## src/rtl/smc_pkg.sv

```systemverilog
// Package for the per-socket mode and command register front end.
// Assumes a 32-bit AXI4-Lite register bus and one register word per printed index.
package smc_pkg;

    // Printed register positions are indices; the byte address is four times the index
    localparam logic [29:0] MODE_INDEX_BASE = 30'h00fe4000;
    localparam logic [29:0] CMD_INDEX_BASE = 30'h00fe4001;
    localparam logic [29:0] SOCKET_INDEX_STRIDE = 30'h00000100;
    localparam int SOCKET_FIELD_LSB = 8;

    // Reset values
    localparam logic [7:0] MODE_RESET = 8'h00;
    localparam logic [7:0] CMD_RESET = 8'h00;

    // Socket mode field positions
    localparam int MODE_MULTICAST_BIT = 7;
    localparam int MODE_MAC_FILTER_BIT = 6;
    localparam int MODE_NO_DELAY_ACK_OR_IGMP_VER_BIT = 5;
    localparam int MODE_PROTO_LSB = 0;
    localparam int MODE_PROTO_WIDTH = 4;
    // Bit 4 is reserved: dropped on write, zero on read
    localparam logic [7:0] MODE_WRITE_MASK = 8'hef;

    // Protocol selections
    localparam logic [3:0] PROTO_CLOSED = 4'h0;
    localparam logic [3:0] PROTO_TCP = 4'h1;
    localparam logic [3:0] PROTO_UDP = 4'h2;
    localparam logic [3:0] PROTO_RAW_IP = 4'h3;
    localparam logic [3:0] PROTO_RAW_MAC = 4'h4;
    localparam logic [3:0] PROTO_PPP_OVER_ETHERNET = 4'h5;

    // Command codes; all but CMD_NONE have a defined legality check
    localparam logic [7:0] CMD_NONE = 8'h00;
    localparam logic [7:0] CMD_OPEN = 8'h01;
    localparam logic [7:0] CMD_LISTEN = 8'h02;
    localparam logic [7:0] CMD_CONNECT = 8'h04;
    localparam logic [7:0] CMD_DISCONNECT = 8'h08;

    // AXI responses
    localparam logic [1:0] RESP_OKAY = 2'h0;
    localparam logic [1:0] RESP_SLVERR = 2'h2;

endpackage : smc_pkg

```

## src/rtl/smc_mode_decode.sv

```systemverilog
// Per-socket decode of the mode byte into option strobes, and legality of a pending command.
// Assumes mode and command bytes come straight from registers on the same clock.
`timescale 1ns/1ps
module smc_mode_decode #(
    parameter int SOCKET_INDEX = 0
) (
    input wire logic [7:0] socket_mode_reg,
    input wire logic [7:0] socket_command_reg,
    output logic [3:0] protocol_sel,
    output logic multicast_enable,
    output logic mac_filter_enable,
    output logic no_delay_ack,
    output logic delayed_ack,
    output logic igmp_ver1,
    output logic cmd_legal
);
    logic [3:0] proto_raw;
    logic is_tcp;
    logic is_udp;

    always_comb begin
        proto_raw = socket_mode_reg[smc_pkg::MODE_PROTO_LSB +: smc_pkg::MODE_PROTO_WIDTH];
        protocol_sel = proto_raw;
        // Raw MAC and PPPoE fall back to closed away from socket 0
        if ((SOCKET_INDEX != 0) && ((proto_raw == smc_pkg::PROTO_RAW_MAC) ||
                (proto_raw == smc_pkg::PROTO_PPP_OVER_ETHERNET))) begin
            protocol_sel = smc_pkg::PROTO_CLOSED;
        end
        // Codes above PPPoE select no protocol
        if (proto_raw > smc_pkg::PROTO_PPP_OVER_ETHERNET) begin
            protocol_sel = smc_pkg::PROTO_CLOSED;
        end
        is_tcp = (protocol_sel == smc_pkg::PROTO_TCP);
        is_udp = (protocol_sel == smc_pkg::PROTO_UDP);
        multicast_enable = socket_mode_reg[smc_pkg::MODE_MULTICAST_BIT] & is_udp;
        mac_filter_enable = socket_mode_reg[smc_pkg::MODE_MAC_FILTER_BIT];
        no_delay_ack = socket_mode_reg[smc_pkg::MODE_NO_DELAY_ACK_OR_IGMP_VER_BIT] & is_tcp;
        delayed_ack = ~socket_mode_reg[smc_pkg::MODE_NO_DELAY_ACK_OR_IGMP_VER_BIT] & is_tcp;
        igmp_ver1 = socket_mode_reg[smc_pkg::MODE_NO_DELAY_ACK_OR_IGMP_VER_BIT] & multicast_enable;
        unique case (socket_command_reg)
            smc_pkg::CMD_OPEN: cmd_legal = (protocol_sel != smc_pkg::PROTO_CLOSED);
            smc_pkg::CMD_LISTEN: cmd_legal = is_tcp;
            smc_pkg::CMD_CONNECT: cmd_legal = is_tcp;
            smc_pkg::CMD_DISCONNECT: cmd_legal = is_tcp;
            default: cmd_legal = 1'b1;
        endcase
    end
endmodule : smc_mode_decode

```

## src/rtl/smc_socket_regs.sv

```systemverilog
// Socket mode and command registers behind an AXI4-Lite slave, one pair per socket.
// Assumes the socket protocol logic runs on aclk and pulses cmd_accept while cmd_valid is high.
//
// The implementer's own choice: the AXI4-Lite interface to the registers.
`timescale 1ns/1ps
module smc_socket_regs #(
    parameter int NUM_SOCKETS = 8
) (
    input wire logic aclk,
    input wire logic aresetn,
    input wire logic ce,
    input wire logic s_axi_awvalid,
    output logic s_axi_awready,
    input wire logic [31:0] s_axi_awaddr,
    input wire logic [2:0] s_axi_awprot,
    input wire logic s_axi_wvalid,
    output logic s_axi_wready,
    input wire logic [31:0] s_axi_wdata,
    input wire logic [3:0] s_axi_wstrb,
    output logic s_axi_bvalid,
    input wire logic s_axi_bready,
    output logic [1:0] s_axi_bresp,
    input wire logic s_axi_arvalid,
    output logic s_axi_arready,
    input wire logic [31:0] s_axi_araddr,
    input wire logic [2:0] s_axi_arprot,
    output logic s_axi_rvalid,
    input wire logic s_axi_rready,
    output logic [31:0] s_axi_rdata,
    output logic [1:0] s_axi_rresp,
    output logic [NUM_SOCKETS-1:0] cmd_valid,
    output logic [NUM_SOCKETS-1:0][7:0] cmd_code,
    input wire logic [NUM_SOCKETS-1:0] cmd_accept,
    output logic [NUM_SOCKETS-1:0][3:0] protocol_sel,
    output logic [NUM_SOCKETS-1:0] multicast_enable,
    output logic [NUM_SOCKETS-1:0] mac_filter_enable,
    output logic [NUM_SOCKETS-1:0] no_delay_ack,
    output logic [NUM_SOCKETS-1:0] delayed_ack,
    output logic [NUM_SOCKETS-1:0] igmp_ver1
);

    typedef struct packed {
        logic aw_held;
        logic [31:0] aw_addr;
        logic w_held;
        logic [7:0] w_byte;
        logic w_lane0;
        logic b_valid;
        logic [1:0] b_resp;
        logic r_valid;
        logic [7:0] r_byte;
        logic [1:0] r_resp;
        logic [NUM_SOCKETS-1:0][7:0] mode;
        logic [NUM_SOCKETS-1:0][7:0] cmd;
    } smc_state_type;

    typedef struct packed {
        logic hit;
        logic is_cmd;
        logic [7:0] socket;
    } smc_decode_type;

    smc_state_type state_q;
    smc_state_type state_d;
    logic [NUM_SOCKETS-1:0] legal;

    // Byte address to socket and register; misaligned or out-of-range addresses miss
    function automatic smc_decode_type decode_addr(input logic [31:0] addr);
        smc_decode_type res;
        logic [29:0] offs;
        offs = addr[31:2] - smc_pkg::MODE_INDEX_BASE;
        res.is_cmd = (offs[0] == smc_pkg::CMD_INDEX_BASE[0]);
        res.socket = offs[smc_pkg::SOCKET_FIELD_LSB +: 8];
        res.hit = (addr[1:0] == 2'h0) && (offs[7:1] == 7'h00) &&
            (offs < 30'(NUM_SOCKETS) * smc_pkg::SOCKET_INDEX_STRIDE);
        return res;
    endfunction : decode_addr

    generate
        for (genvar g = 0; g < NUM_SOCKETS; g++) begin : g_sock
            smc_mode_decode #(
                .SOCKET_INDEX(g)
            ) i_smc_mode_decode (
                .socket_mode_reg(state_q.mode[g]),
                .socket_command_reg(state_q.cmd[g]),
                .protocol_sel(protocol_sel[g]),
                .multicast_enable(multicast_enable[g]),
                .mac_filter_enable(mac_filter_enable[g]),
                .no_delay_ack(no_delay_ack[g]),
                .delayed_ack(delayed_ack[g]),
                .igmp_ver1(igmp_ver1[g]),
                .cmd_legal(legal[g])
            );
        end
    endgenerate

    // Readies drop while ce is low so no handshake is lost
    assign s_axi_awready = ce & ~state_q.aw_held;
    assign s_axi_wready = ce & ~state_q.w_held;
    assign s_axi_arready = ce & ~state_q.r_valid;
    assign s_axi_bvalid = state_q.b_valid;
    assign s_axi_bresp = state_q.b_resp;
    assign s_axi_rvalid = state_q.r_valid;
    assign s_axi_rdata = {24'h000000, state_q.r_byte};
    assign s_axi_rresp = state_q.r_resp;

    always_comb begin
        for (int n = 0; n < NUM_SOCKETS; n++) begin
            cmd_valid[n] = ce && (state_q.cmd[n] != smc_pkg::CMD_NONE) && legal[n];
            cmd_code[n] = state_q.cmd[n];
        end
    end

    always_comb begin
        smc_decode_type wdec;
        smc_decode_type rdec;
        state_d = state_q;
        wdec = decode_addr(state_q.aw_addr);
        rdec = decode_addr(s_axi_araddr);

        if (s_axi_awvalid && s_axi_awready) begin
            state_d.aw_held = 1'b1;
            state_d.aw_addr = s_axi_awaddr;
        end
        if (s_axi_wvalid && s_axi_wready) begin
            state_d.w_held = 1'b1;
            state_d.w_byte = s_axi_wdata[7:0];
            state_d.w_lane0 = s_axi_wstrb[0];
        end

        // Accepted commands clear, the engine keeps running them afterwards; illegal ones clear at once
        for (int n = 0; n < NUM_SOCKETS; n++) begin
            if (state_q.cmd[n] != smc_pkg::CMD_NONE) begin
                if ((cmd_valid[n] && cmd_accept[n]) || !legal[n]) begin
                    state_d.cmd[n] = smc_pkg::CMD_NONE;
                end
            end
        end

        if (state_q.b_valid && s_axi_bready) begin
            state_d.b_valid = 1'b0;
        end
        // Write once address and data are both held; a new command beats a same-cycle clear
        if (state_q.aw_held && state_q.w_held && !state_q.b_valid) begin
            state_d.aw_held = 1'b0;
            state_d.w_held = 1'b0;
            state_d.b_valid = 1'b1;
            state_d.b_resp = wdec.hit ? smc_pkg::RESP_OKAY : smc_pkg::RESP_SLVERR;
            if (wdec.hit && state_q.w_lane0) begin
                if (wdec.is_cmd) begin
                    state_d.cmd[wdec.socket] = state_q.w_byte;
                end else begin
                    state_d.mode[wdec.socket] = state_q.w_byte & smc_pkg::MODE_WRITE_MASK;
                end
            end
        end

        if (state_q.r_valid && s_axi_rready) begin
            state_d.r_valid = 1'b0;
        end
        if (s_axi_arvalid && s_axi_arready) begin
            state_d.r_valid = 1'b1;
            state_d.r_resp = rdec.hit ? smc_pkg::RESP_OKAY : smc_pkg::RESP_SLVERR;
            state_d.r_byte = 8'h00;
            if (rdec.hit) begin
                state_d.r_byte = rdec.is_cmd ? state_q.cmd[rdec.socket]
                    : (state_q.mode[rdec.socket] & smc_pkg::MODE_WRITE_MASK);
            end
        end
    end

    always_ff @(posedge aclk) begin
        if (!aresetn) begin
            state_q <= '0;
            for (int n = 0; n < NUM_SOCKETS; n++) begin
                state_q.mode[n] <= smc_pkg::MODE_RESET;
                state_q.cmd[n] <= smc_pkg::CMD_RESET;
            end
        end else if (ce) begin
            state_q <= state_d;
        end
    end

endmodule : smc_socket_regs

```

## config.mk

```make
export PLATFORM = sky130hd
export DESIGN_NAME = smc_socket_regs
export DESIGN_NICKNAME = d
export VERILOG_FILES = /design/src/rtl/smc_pkg.sv /design/src/rtl/smc_mode_decode.sv /design/src/rtl/smc_socket_regs.sv
export SDC_FILE = /design/constraint.sdc
export NUM_CORES = 1
export LEC_CHECK = 0
export BUFFER_PORTS_ARGS = -buffer_cell sky130_fd_sc_hd__clkbuf_2
export CORE_MARGIN = 2
export CORE_UTILIZATION = 30
export DETAILED_ROUTE_END_ITERATION = 10
export MAX_ROUTING_LAYER = met4
export REMOVE_ABC_BUFFERS = 1
export SLEW_MARGIN = 20
export SYNTH_ARGS = -nofsm -noshare
export SYNTH_HDL_FRONTEND = slang
export SYNTH_SLANG_ARGS = --single-unit
```

## constraint.sdc

```tcl
create_clock -name aclk -period 3.1 [get_ports aclk]
set_input_delay 0.155 -clock aclk [delete_from_list [all_inputs] [get_ports aclk]]
set_output_delay 0.155 -clock aclk [all_outputs]
set_load 0.01 [all_outputs]
```

==> run metrics, run 1 <==
CP Launch Type register; R2R setup slack 0.36 ns; worst clock skew 0.0128 ns; CP Capture Type register; status finished, final reports clean; vias per std cell 5.02; fill count 3522; global-route usage over all layers 19.2%; Overflow after GRT 0; vias approximately 8500; RSZ-0062 raised after global routing false; CTS tree done; Routed Antenna Nets 0; CORE AREA between 30000 and 40000 sq um; IO Pins 307; fin cells approximately 1700; CTS root buf clkbuf_16; top cells by area, synth dfxtp_1 34%, buf_4 11%, mux4_2 8.2%; post-synthesis sequential area ratio 34.3%; fraction of layout cells with a size suffix above 1 between 20 and 30%; most frequent cells after synthesis 175 x dfxtp_1, 155 x buf_4, 114 x nand2_1; overall power 4.91 mW; pre-CTS WS 0.415 ns; Int Pwr approximately 3.7 mW; Multi-input gate area between 5000 and 6000 sq um; fin crit share 88.4%; NetSw 1.24 mW; Register Area 3500 sq um; Die X 188 um; setup bufs post-CTS 0; Mapped Cells 1088; maxcap violations 0; CTS Sinks 175; Critical R2R Launch state_q[165]$_SDFFE_PN0P_; port bufs between 200 and 250; final worst path period need 2.74 ns; HP Start s_axi_wvalid; area grow syn2layout 16.0%; fmax 365 MHz; WL/cell 20.0 um; placed cell count 1613; number of distinct library cells after synthesis 68; Pwr per Cell Area 415 nW/um^2; initial antenna violation count 1; syn_area_per_cell 9.38 sq um; ys async rst share 0%; Mapped Area 10200 sq um; Primary FF master, synth dfxtp_1; clock network fraction of design power between 40% and 50%; CTS resizes 0; fin nets 1347; flops & latches, synth 175; Flop pwr share approximately 47%; Hold Crit Class input port to register; vias in the first global route just under 8000; TritonCTS Buffers 17; die area about 35000 sq um; Final WS setup 0.361 ns; worst rel slew slack 44.3%; Setup TNS 0 ns; final-report setup violation count 0; Detailed Route WL roughly 34000 um; endpoints failing hold 0; first-pass GRT wire length between 40000 and 50000 um; Worst R2R End cmd_code[59]$_SDFFE_PN0P_; pin count of the biggest net entering global routing 45; Logic pwr share 7.7%; clk buf depth 2; number of flops mapped to enable cells by yosys 0; Detailed Place HPWL 26100 um; CP max FO 15; kind of critical path register to register; Yosys top cell by area dfxtp_1; final slew viol count 0; DRT Pass-1 Iters 5; Initial Utilization 30.4%; DRT iter0 DRCs between 500 and 600; Vert. Die Dim 188 um; Slew @ Worst Pin 0.824 ns; Reg clk slew, reported paths approximately 0.07 ns; Worst-Skew Late Latency 0.44 ns; row cnt 67; IR drop worst, VDD approximately 0.41 mV; crit path DAT 3.05 ns; Hold Path Cell Cnt 3; Synth warnings 0; H-tree level count 4; Reg2Reg Depth 6; sw frac 25.3%; DR DRC count 0; hold path endpoint state_q[151]$_SDFFE_PN0P_; P_leak 4.75 nW; post-synth top area share 34.3%; most common cell in the synthesized netlist dfxtp_1; Worst Path Required 3.41 ns; routability cong. about 0.89
-- state kept, by name, summed over array words and instances, names as in the netlist --
signal,flops
cmd_code,64
s_axi_bresp,1
s_axi_bvalid,1
s_axi_rdata,8
s_axi_rresp,1
s_axi_rvalid,1
state_q,99
-- power groups by stage --
stage          Clock [mW]  Combinational, mW  Sequential (mW)
5_1_grt              2.33              0.415             2.32
4_1_cts              2.24              0.376             2.32
6_report             2.22              0.377             2.32
3_5_place_dp            0              0.335             2.37
2_1_floorplan           0              0.172             2.35
3_3_place_gp            0              0.332             2.37
-- layout make-up --
type	instances	area share, %
Multi-Input combinational cell	722	45.6
Sequential cell	175	29.6
Timing Repair Buffer	289	14.4
Tap cell	448	4.74
Clock buffer	18	3.71
Clock inverter	14	1.31
Inverter	20	0.634
Antenna cell	1	0.0211
-- logic make-up (layout without fill, tap and decap cells) --
| group | after synthesis | in the layout | synth area share (%) |
|---|---|---|---|
| AND/OR/NAND/NOR | 403 | 403 | 22.9 |
| buffers and inverters | 231 | 341 | 14.2 |
| flip-flops | 175 | 175 | 34.3 |
| AO/OA/AOI/OAI | 169 | 169 | 13.3 |
| multiplexers | 99 | 99 | 14.3 |
| XOR/XNOR | 10 | 10 | 0.859 |
| other | 1 | 42 | 0.0368 |
-- critical path: stages, from the launching register on --
cell and delay, ns:
dfxtp_1 0.31, or3_4 0.42, and4bb_2 0.40, o211ai_2 0.34, or4_1 0.68, a31oi_1 0.34
o21ai_0 0.13
-- repair_timing --
action | CTS | global route
hold endpoints to repair | 41 | 0
hold buffers | 41 | 0
setup endpoints to repair | 0 | 0
-- how the worst max path moves through the flow --
stage | start | to | cells past startpoint
finish | state_q[165]$_SDFFE_PN0P_ | cmd_code[59]$_SDFFE_PN0P_ | 6
floorplan | state_q[175]$_SDFFE_PN0P_ | cmd_code[0]$_SDFFE_PN0P_ | 6
CTS | state_q[165]$_SDFFE_PN0P_ | cmd_code[59]$_SDFFE_PN0P_ | 6
global route | state_q[165]$_SDFFE_PN0P_ | cmd_code[57]$_SDFFE_PN0P_ | 6
global placement | state_q[165]$_SDFFE_PN0P_ | cmd_code[59]$_SDFFE_PN0P_ | 6
detailed placement | state_q[165]$_SDFFE_PN0P_ | cmd_code[59]$_SDFFE_PN0P_ | 6
-- per-layer routing --
layer  vias to the layer above  global-route usage (%)  wire (um)
met5                         -                       -          0
met4                         0                    3.94        399
met3                        24                    3.73       2330
met2                       310                    31.7      16600
met1                      4127                    24.6      14400
li1                       4007                       -          -
-- per-stage QoR --
stage	hold slack, ns	cell area (sq um)	util, %
CTS	0.00595	11800	35.3
detailed placement	0.397	10800	32.3
global placement	0.393	10800	32.3
floorplan	0.283	8980	-
global route	0.0153	11800	35.3
finish	0.00788	11800	35.3
-- layout by cell type, fill, tap and decap left out, drive strengths merged, types with 4 or more instances in the layout --
cell type / n
nand2: 114
o21ai: 22
and3: 25
o31a: 4
clkbuf: 249
nand2b: 14
nor2: 37
a21boi: 44
mux2: 6
nand3: 24
or4: 11
nor3: 17
a21oi: 5
mux2i: 56
a31oi: 5
nand4: 4
nor2b: 66
nor3b: 14
xor2: 8
o2bb2ai: 29
nor4: 19
dfxtp: 175
clkinv: 7
nand4b: 6
buf: 17
a22o: 9
or3: 14
nor4b: 10
o211ai: 8
inv: 25
o31ai: 8
conb: 41
a32o: 23
mux4: 37
dlygate4sd3: 41
and2: 19
No activity file was read; power rests on OpenSTA's default activity.
==> inputs of run 2 (changes only) <==
--- a/config.mk
+++ b/config.mk
@@ -10,6 +10,7 @@
 export CORE_UTILIZATION = 30
 export DETAILED_ROUTE_END_ITERATION = 10
 export MAX_ROUTING_LAYER = met4
+export PLACE_DENSITY = 0.56
 export REMOVE_ABC_BUFFERS = 1
 export SLEW_MARGIN = 20
 export SYNTH_ARGS = -nofsm -noshare
==> run metrics, run 2 (synthesized netlist as in run 1, its figures left out) <==
CP startpoint state_q[165]$_SDFFE_PN0P_; clk buf depth 2; IO Pins 307; most common cell after layout, fill and taps aside clkbuf_2; CP Launch Type register; fin crit share 87.2%; Routed Antenna Nets 0; CTS root buf clkbuf_16; vias 8437; Most flops, register state_q; CORE AREA 33500 sq um; most frequent cells in the layout 231 x clkbuf_2, 175 x dfxtp_1, 114 x nand2_1; worst hold slack 0.00969 ns; Final Core Density 35.2%; HP Start s_axi_wvalid; Critical R2R Launch state_q[165]$_SDFFE_PN0P_; P_leak between 4 and 5 nW; kind of critical path register to register; Slew @ Worst Pin 0.853 ns; final slew viol count 0; Reg2Reg Depth 6; pre-CTS WS 0.409 ns; die area 35500 sq um; pin count of the biggest net entering global routing 45; fmax between 300 and 400 MHz; Worst Setup EP cmd_code[59]$_SDFFE_PN0P_; Worst R2R End cmd_code[59]$_SDFFE_PN0P_; endpoints failing hold 0; final-report setup violation count 0; CP Capture Type register; vias per std cell approximately 5; area grow syn2layout 15.6%; IR drop worst, VDD 0.413 mV; vias in the first global route 7913; row cnt 67; Worst-Skew Late Latency 0.43 ns; worst clock skew between 0.01 and 0.015 ns; DRT iter0 DRCs 529; R2R setup slack 0.40 ns; Worst Path Required 3.41 ns; TritonCTS Buffers 17; CP max FO 15; maxcap violations 0; Die X 188 um; final worst path period need 2.70 ns; port bufs 232; setup bufs post-CTS 0; Detailed Place HPWL 26200 um; DR DRC count 0; Detailed Route WL 33600 um; Initial Utilization a little under a third; max reg flops 99; Pwr per Cell Area 412 nW/um^2; Hold Path Cell Cnt 3; Setup TNS 0 ns; Overflow after GRT 0; Hold Crit Class input port to register; WL/cell 19.9 um; Vert. Die Dim 188 um; CTS Sinks 175; initial antenna violation count 3; CTS tree done; Reg clk slew, reported paths 0.07 ns; Final WS setup roughly 0.40 ns; global-route usage over all layers a little under a fifth; worst rel slew slack ~43%; RSZ-0062 raised after global routing false; H-tree level count 4; DRT Pass-1 Iters 5; status finished, final reports clean; fraction of layout cells with a size suffix above 1 27.6%; fin nets 1344; crit path DAT 3.01 ns; first-pass GRT wire length 49100 um; routability cong. 0.885
## run 2: changes by cell type in the layout (fill, tap and decap cells not counted)
| cell | before | now |
|---|---|---|
| buf_4 | 15 | 14 |
| clkbuf_1 | 0 | 2 |
| clkinv_2 | 4 | 1 |
| clkinv_4 | 3 | 2 |
| clkinvlp_4 | 0 | 3 |
| diode_2 | 1 | 3 |
| dlygate4sd3_1 | 41 | 39 |
| inv_8 | 2 | 0 |
## run 2: timing repair
| item | in CTS | in global routing |
|---|---|---|
| resized for setup | 0 | 0 |
| hold buffers | 39 | 0 |
| endpoints found under the hold margin | 39 | 0 |
## run 2: worst min-delay path by stage
stage	endpoint	slack [ns]
final	state_q[151]$_SDFFE_PN0P_	0.01
after global routing	state_q[183]$_SDFFE_PN0P_	0.004
after CTS	state_q[163]$_SDFFE_PN0P_	0.01
after global placement	state_q[180]$_SDFFE_PN0P_	0.39
after detailed placement	state_q[178]$_SDFFE_PN0P_	0.40
after floorplan	state_q[101]$_SDFFE_PN0P_	0.28
## run 2: per-layer routing
metal / vias to the layer above / track usage, % / wire, um
met5: - / - / 0
met4: 0 / 5.56 / 763
met3: 40 / 4.21 / 2370
met2: 319 / 31.3 / 16100
met1: 4076 / 23.3 / 14400
li1: 4002 / - / -
## run 2: report_power, final
| group | internal, mW | switching, mW |
|---|---|---|
| logic | 0.166 | 0.211 |
| clock network | 1.21 | 0.949 |
| registers | 2.28 | 0.0422 |
## run 2: area by class of cell
type                       instances  area, sq um
multi-input combinational        722         5400
sequential                       175         3500
clock buffer                      20          447
clock inverter                    11          131
inverter                          20         75.1
tap                              448          561
antenna                            3         7.51
timing repair buffer             286         1680
fill                            3492        21700
## run 2: worst max-delay path: stages, from the launching register on
cell and delay [ns]:
dfxtp_1 0.31, or3_4 0.41, and4bb_2 0.39, o211ai_2 0.33, or4_1 0.68, a31oi_1 0.34, o21ai_0 0.12
## run 2: through the flow
| step | total power, mW | cell area [sq um] | cells |
|---|---|---|---|
| 2_1_floorplan | 2.52 | 8980 | 917 |
| 3_3_place_gp | 2.70 | 10800 | 1612 |
| 3_5_place_dp | 2.71 | 10800 | 1612 |
| 4_1_cts | 4.89 | 11800 | 1682 |
| 5_1_grt | 5.02 | 11800 | 1685 |
| 6_report | 4.86 | 11800 | 1685 |
==> inputs of run 3 (changes only) <==
--- a/config.mk
+++ b/config.mk
@@ -5,7 +5,7 @@
 export SDC_FILE = /design/constraint.sdc
 export NUM_CORES = 1
 export LEC_CHECK = 0
-export BUFFER_PORTS_ARGS = -buffer_cell sky130_fd_sc_hd__clkbuf_2
+export BUFFER_PORTS_ARGS = -buffer_cell sky130_fd_sc_hd__buf_4
 export CORE_MARGIN = 2
 export CORE_UTILIZATION = 30
 export DETAILED_ROUTE_END_ITERATION = 10
==> constraint.sdc (replaced) <==
create_clock -name aclk -period 2.73 [get_ports aclk]
set_input_delay 0.1365 -clock aclk [delete_from_list [all_inputs] [get_ports aclk]]
set_output_delay 0.1365 -clock aclk [all_outputs]
set_load 0.01 [all_outputs]
==> run metrics, run 3 (synthesized netlist as in run 1, its figures left out) <==
status finished, final reports clean; fin crit share 94.7%; Reg2Reg Depth 6; final worst path period need 2.59 ns; Most flops, register state_q; Final Core Density 37.5%; die area 35500 sq um; CTS Sinks 175; worst hold slack 0.0246 ns; endpoints failing hold 0; max reg flops 99; initial antenna violation count 2; Register Area 3500 sq um; Die X 188 um; CORE AREA 33500 sq um; worst clock skew 0.0120 ns; routability cong. between 0.8 and 0.9; Detailed Place HPWL 26500 um; crit path DAT approximately 2.5 ns; fill count 3441; TritonCTS Buffers 17; fraction of layout cells with a size suffix above 1 29.0%; Worst R2R End cmd_code[43]$_SDFFE_PN0P_; Slew @ Worst Pin between 0.7 and 0.8 ns; Detailed Route WL 34200 um; Routed Antenna Nets 0; Setup TNS 0 ns; maxcap violations 0; IO Pins 307; H-tree level count 4; Multi-input gate area 5410 sq um; Pwr per Cell Area 428 nW/um^2; Hold Crit Class input port to register; Worst Path Required 2.59 ns; CP Capture Type primary output; final slew viol count 0; CP max FO 6; global-route usage over all layers 19.4%; final-report setup violation count 0; fmax 387 MHz; dpl cell area ~12000 sq um; CP Launch Type register; CTS root buf clkbuf_16; Worst-Skew Late Latency 0.44 ns; first-pass GRT wire length around 50000 um; Vert. Die Dim between 150 and 200 um; Initial Utilization 30.4%; DRT Pass-1 Iters 5; Overflow after GRT 0; clk buf depth 2; CTS tree done; vias 8542; post-route cell area 12600 sq um; most common cell after layout, fill and taps aside buf_4; RSZ-0062 raised after global routing false; Hold Path Cell Cnt 3; most frequent cells in the layout 271 x buf_4, 175 x dfxtp_1, 114 x nand2_1; R2R setup slack 0.15 ns; HP Start s_axi_awaddr[12]; P_leak 5.01 nW; hold path endpoint state_q[164]$_SDFFE_PN0P_; kind of critical path register to primary output; vias per std cell 4.98; area grow syn2layout 23.2%; worst rel slew slack 48.3%; fin nets ~1400; row cnt 67; DRT iter0 DRCs 514; port bufs about 230; WL/cell 20.0 um; Reg clk slew, reported paths 0.07 ns; DR DRC count 0; pin count of the biggest net entering global routing 44; vias in the first global route between 7000 and 8000; Critical R2R Launch state_q[165]$_SDFFE_PN0P_; IR drop worst, VDD roughly 0.46 mV
[run 3: area by class of cell]
cell class / count / area share, %
inverters: 20 / 0.597
flip-flops and latches: 175 / 27.9
diodes: 2 / 0.0398
clock buffers: 20 / 3.48
repair buffers: 315 / 19.8
well taps: 448 / 4.46
multi-input cells: 722 / 43.1
clock inverters: 12 / 0.707
[run 3: what timing repair did]
item | 4_1_cts | 5_1_grt
resized for setup | 0 | 2
endpoints found under the setup margin | 0 | 5
setup buffers | 0 | 0
endpoints found under the hold margin | 43 | 0
hold buffers | 43 | 0
[run 3: worst max path at each step]
| stage | startpoint | end | slack [ns] | cells past startpoint |
|---|---|---|---|---|
| floorplan | state_q[175]$_SDFFE_PN0P_ | cmd_code[0]$_SDFFE_PN0P_ | 0.39 | 6 |
| global placement | state_q[175]$_SDFFE_PN0P_ | cmd_code[58]$_SDFFE_PN0P_ | 0.18 | 6 |
| detailed placement | state_q[175]$_SDFFE_PN0P_ | cmd_code[43]$_SDFFE_PN0P_ | 0.14 | 6 |
| CTS | state_q[175]$_SDFFE_PN0P_ | cmd_code[43]$_SDFFE_PN0P_ | 0.13 | 6 |
| global route | state_q[64]$_SDFFE_PN0P_ | cmd_valid[0] | 0.004 | 6 |
| finish | state_q[64]$_SDFFE_PN0P_ | cmd_valid[0] | 0.14 | 6 |
[run 3: critical path, stage by stage, from the launching register on]
cell and delay, ns:
dfxtp_1 0.36, inv_1 0.08, or4_1 0.71, a31oi_1 0.26, o21ai_0 0.11, a21boi_0 0.30
buf_4 0.19
[run 3: per-stage QoR]
step                      power, mW  worst slack [ns]  cells
final                          5.38             0.145   1714
after global routing           5.56           0.00436   1714
after CTS                      5.42             0.130   1712
after detailed placement       3.12             0.139   1637
after global placement         3.11             0.178   1637
after floorplan                2.87             0.392    917
[run 3: power by group]
part           internal (mW)  switching [mW]  leakage, nW
sequential              2.58          0.0393         1.41
combinational          0.236           0.251         3.34
clock                   1.17            1.10        0.252
[run 3: layer usage]
layer | track usage, % | routed length, um | vias to the layer above
li1 | - | - | 4040
met1 | 24.1 | 14600 | 4136
met2 | 31.4 | 16400 | 327
met3 | 4.67 | 2420 | 39
met4 | 5.56 | 715 | 0
met5 | - | 0 | -
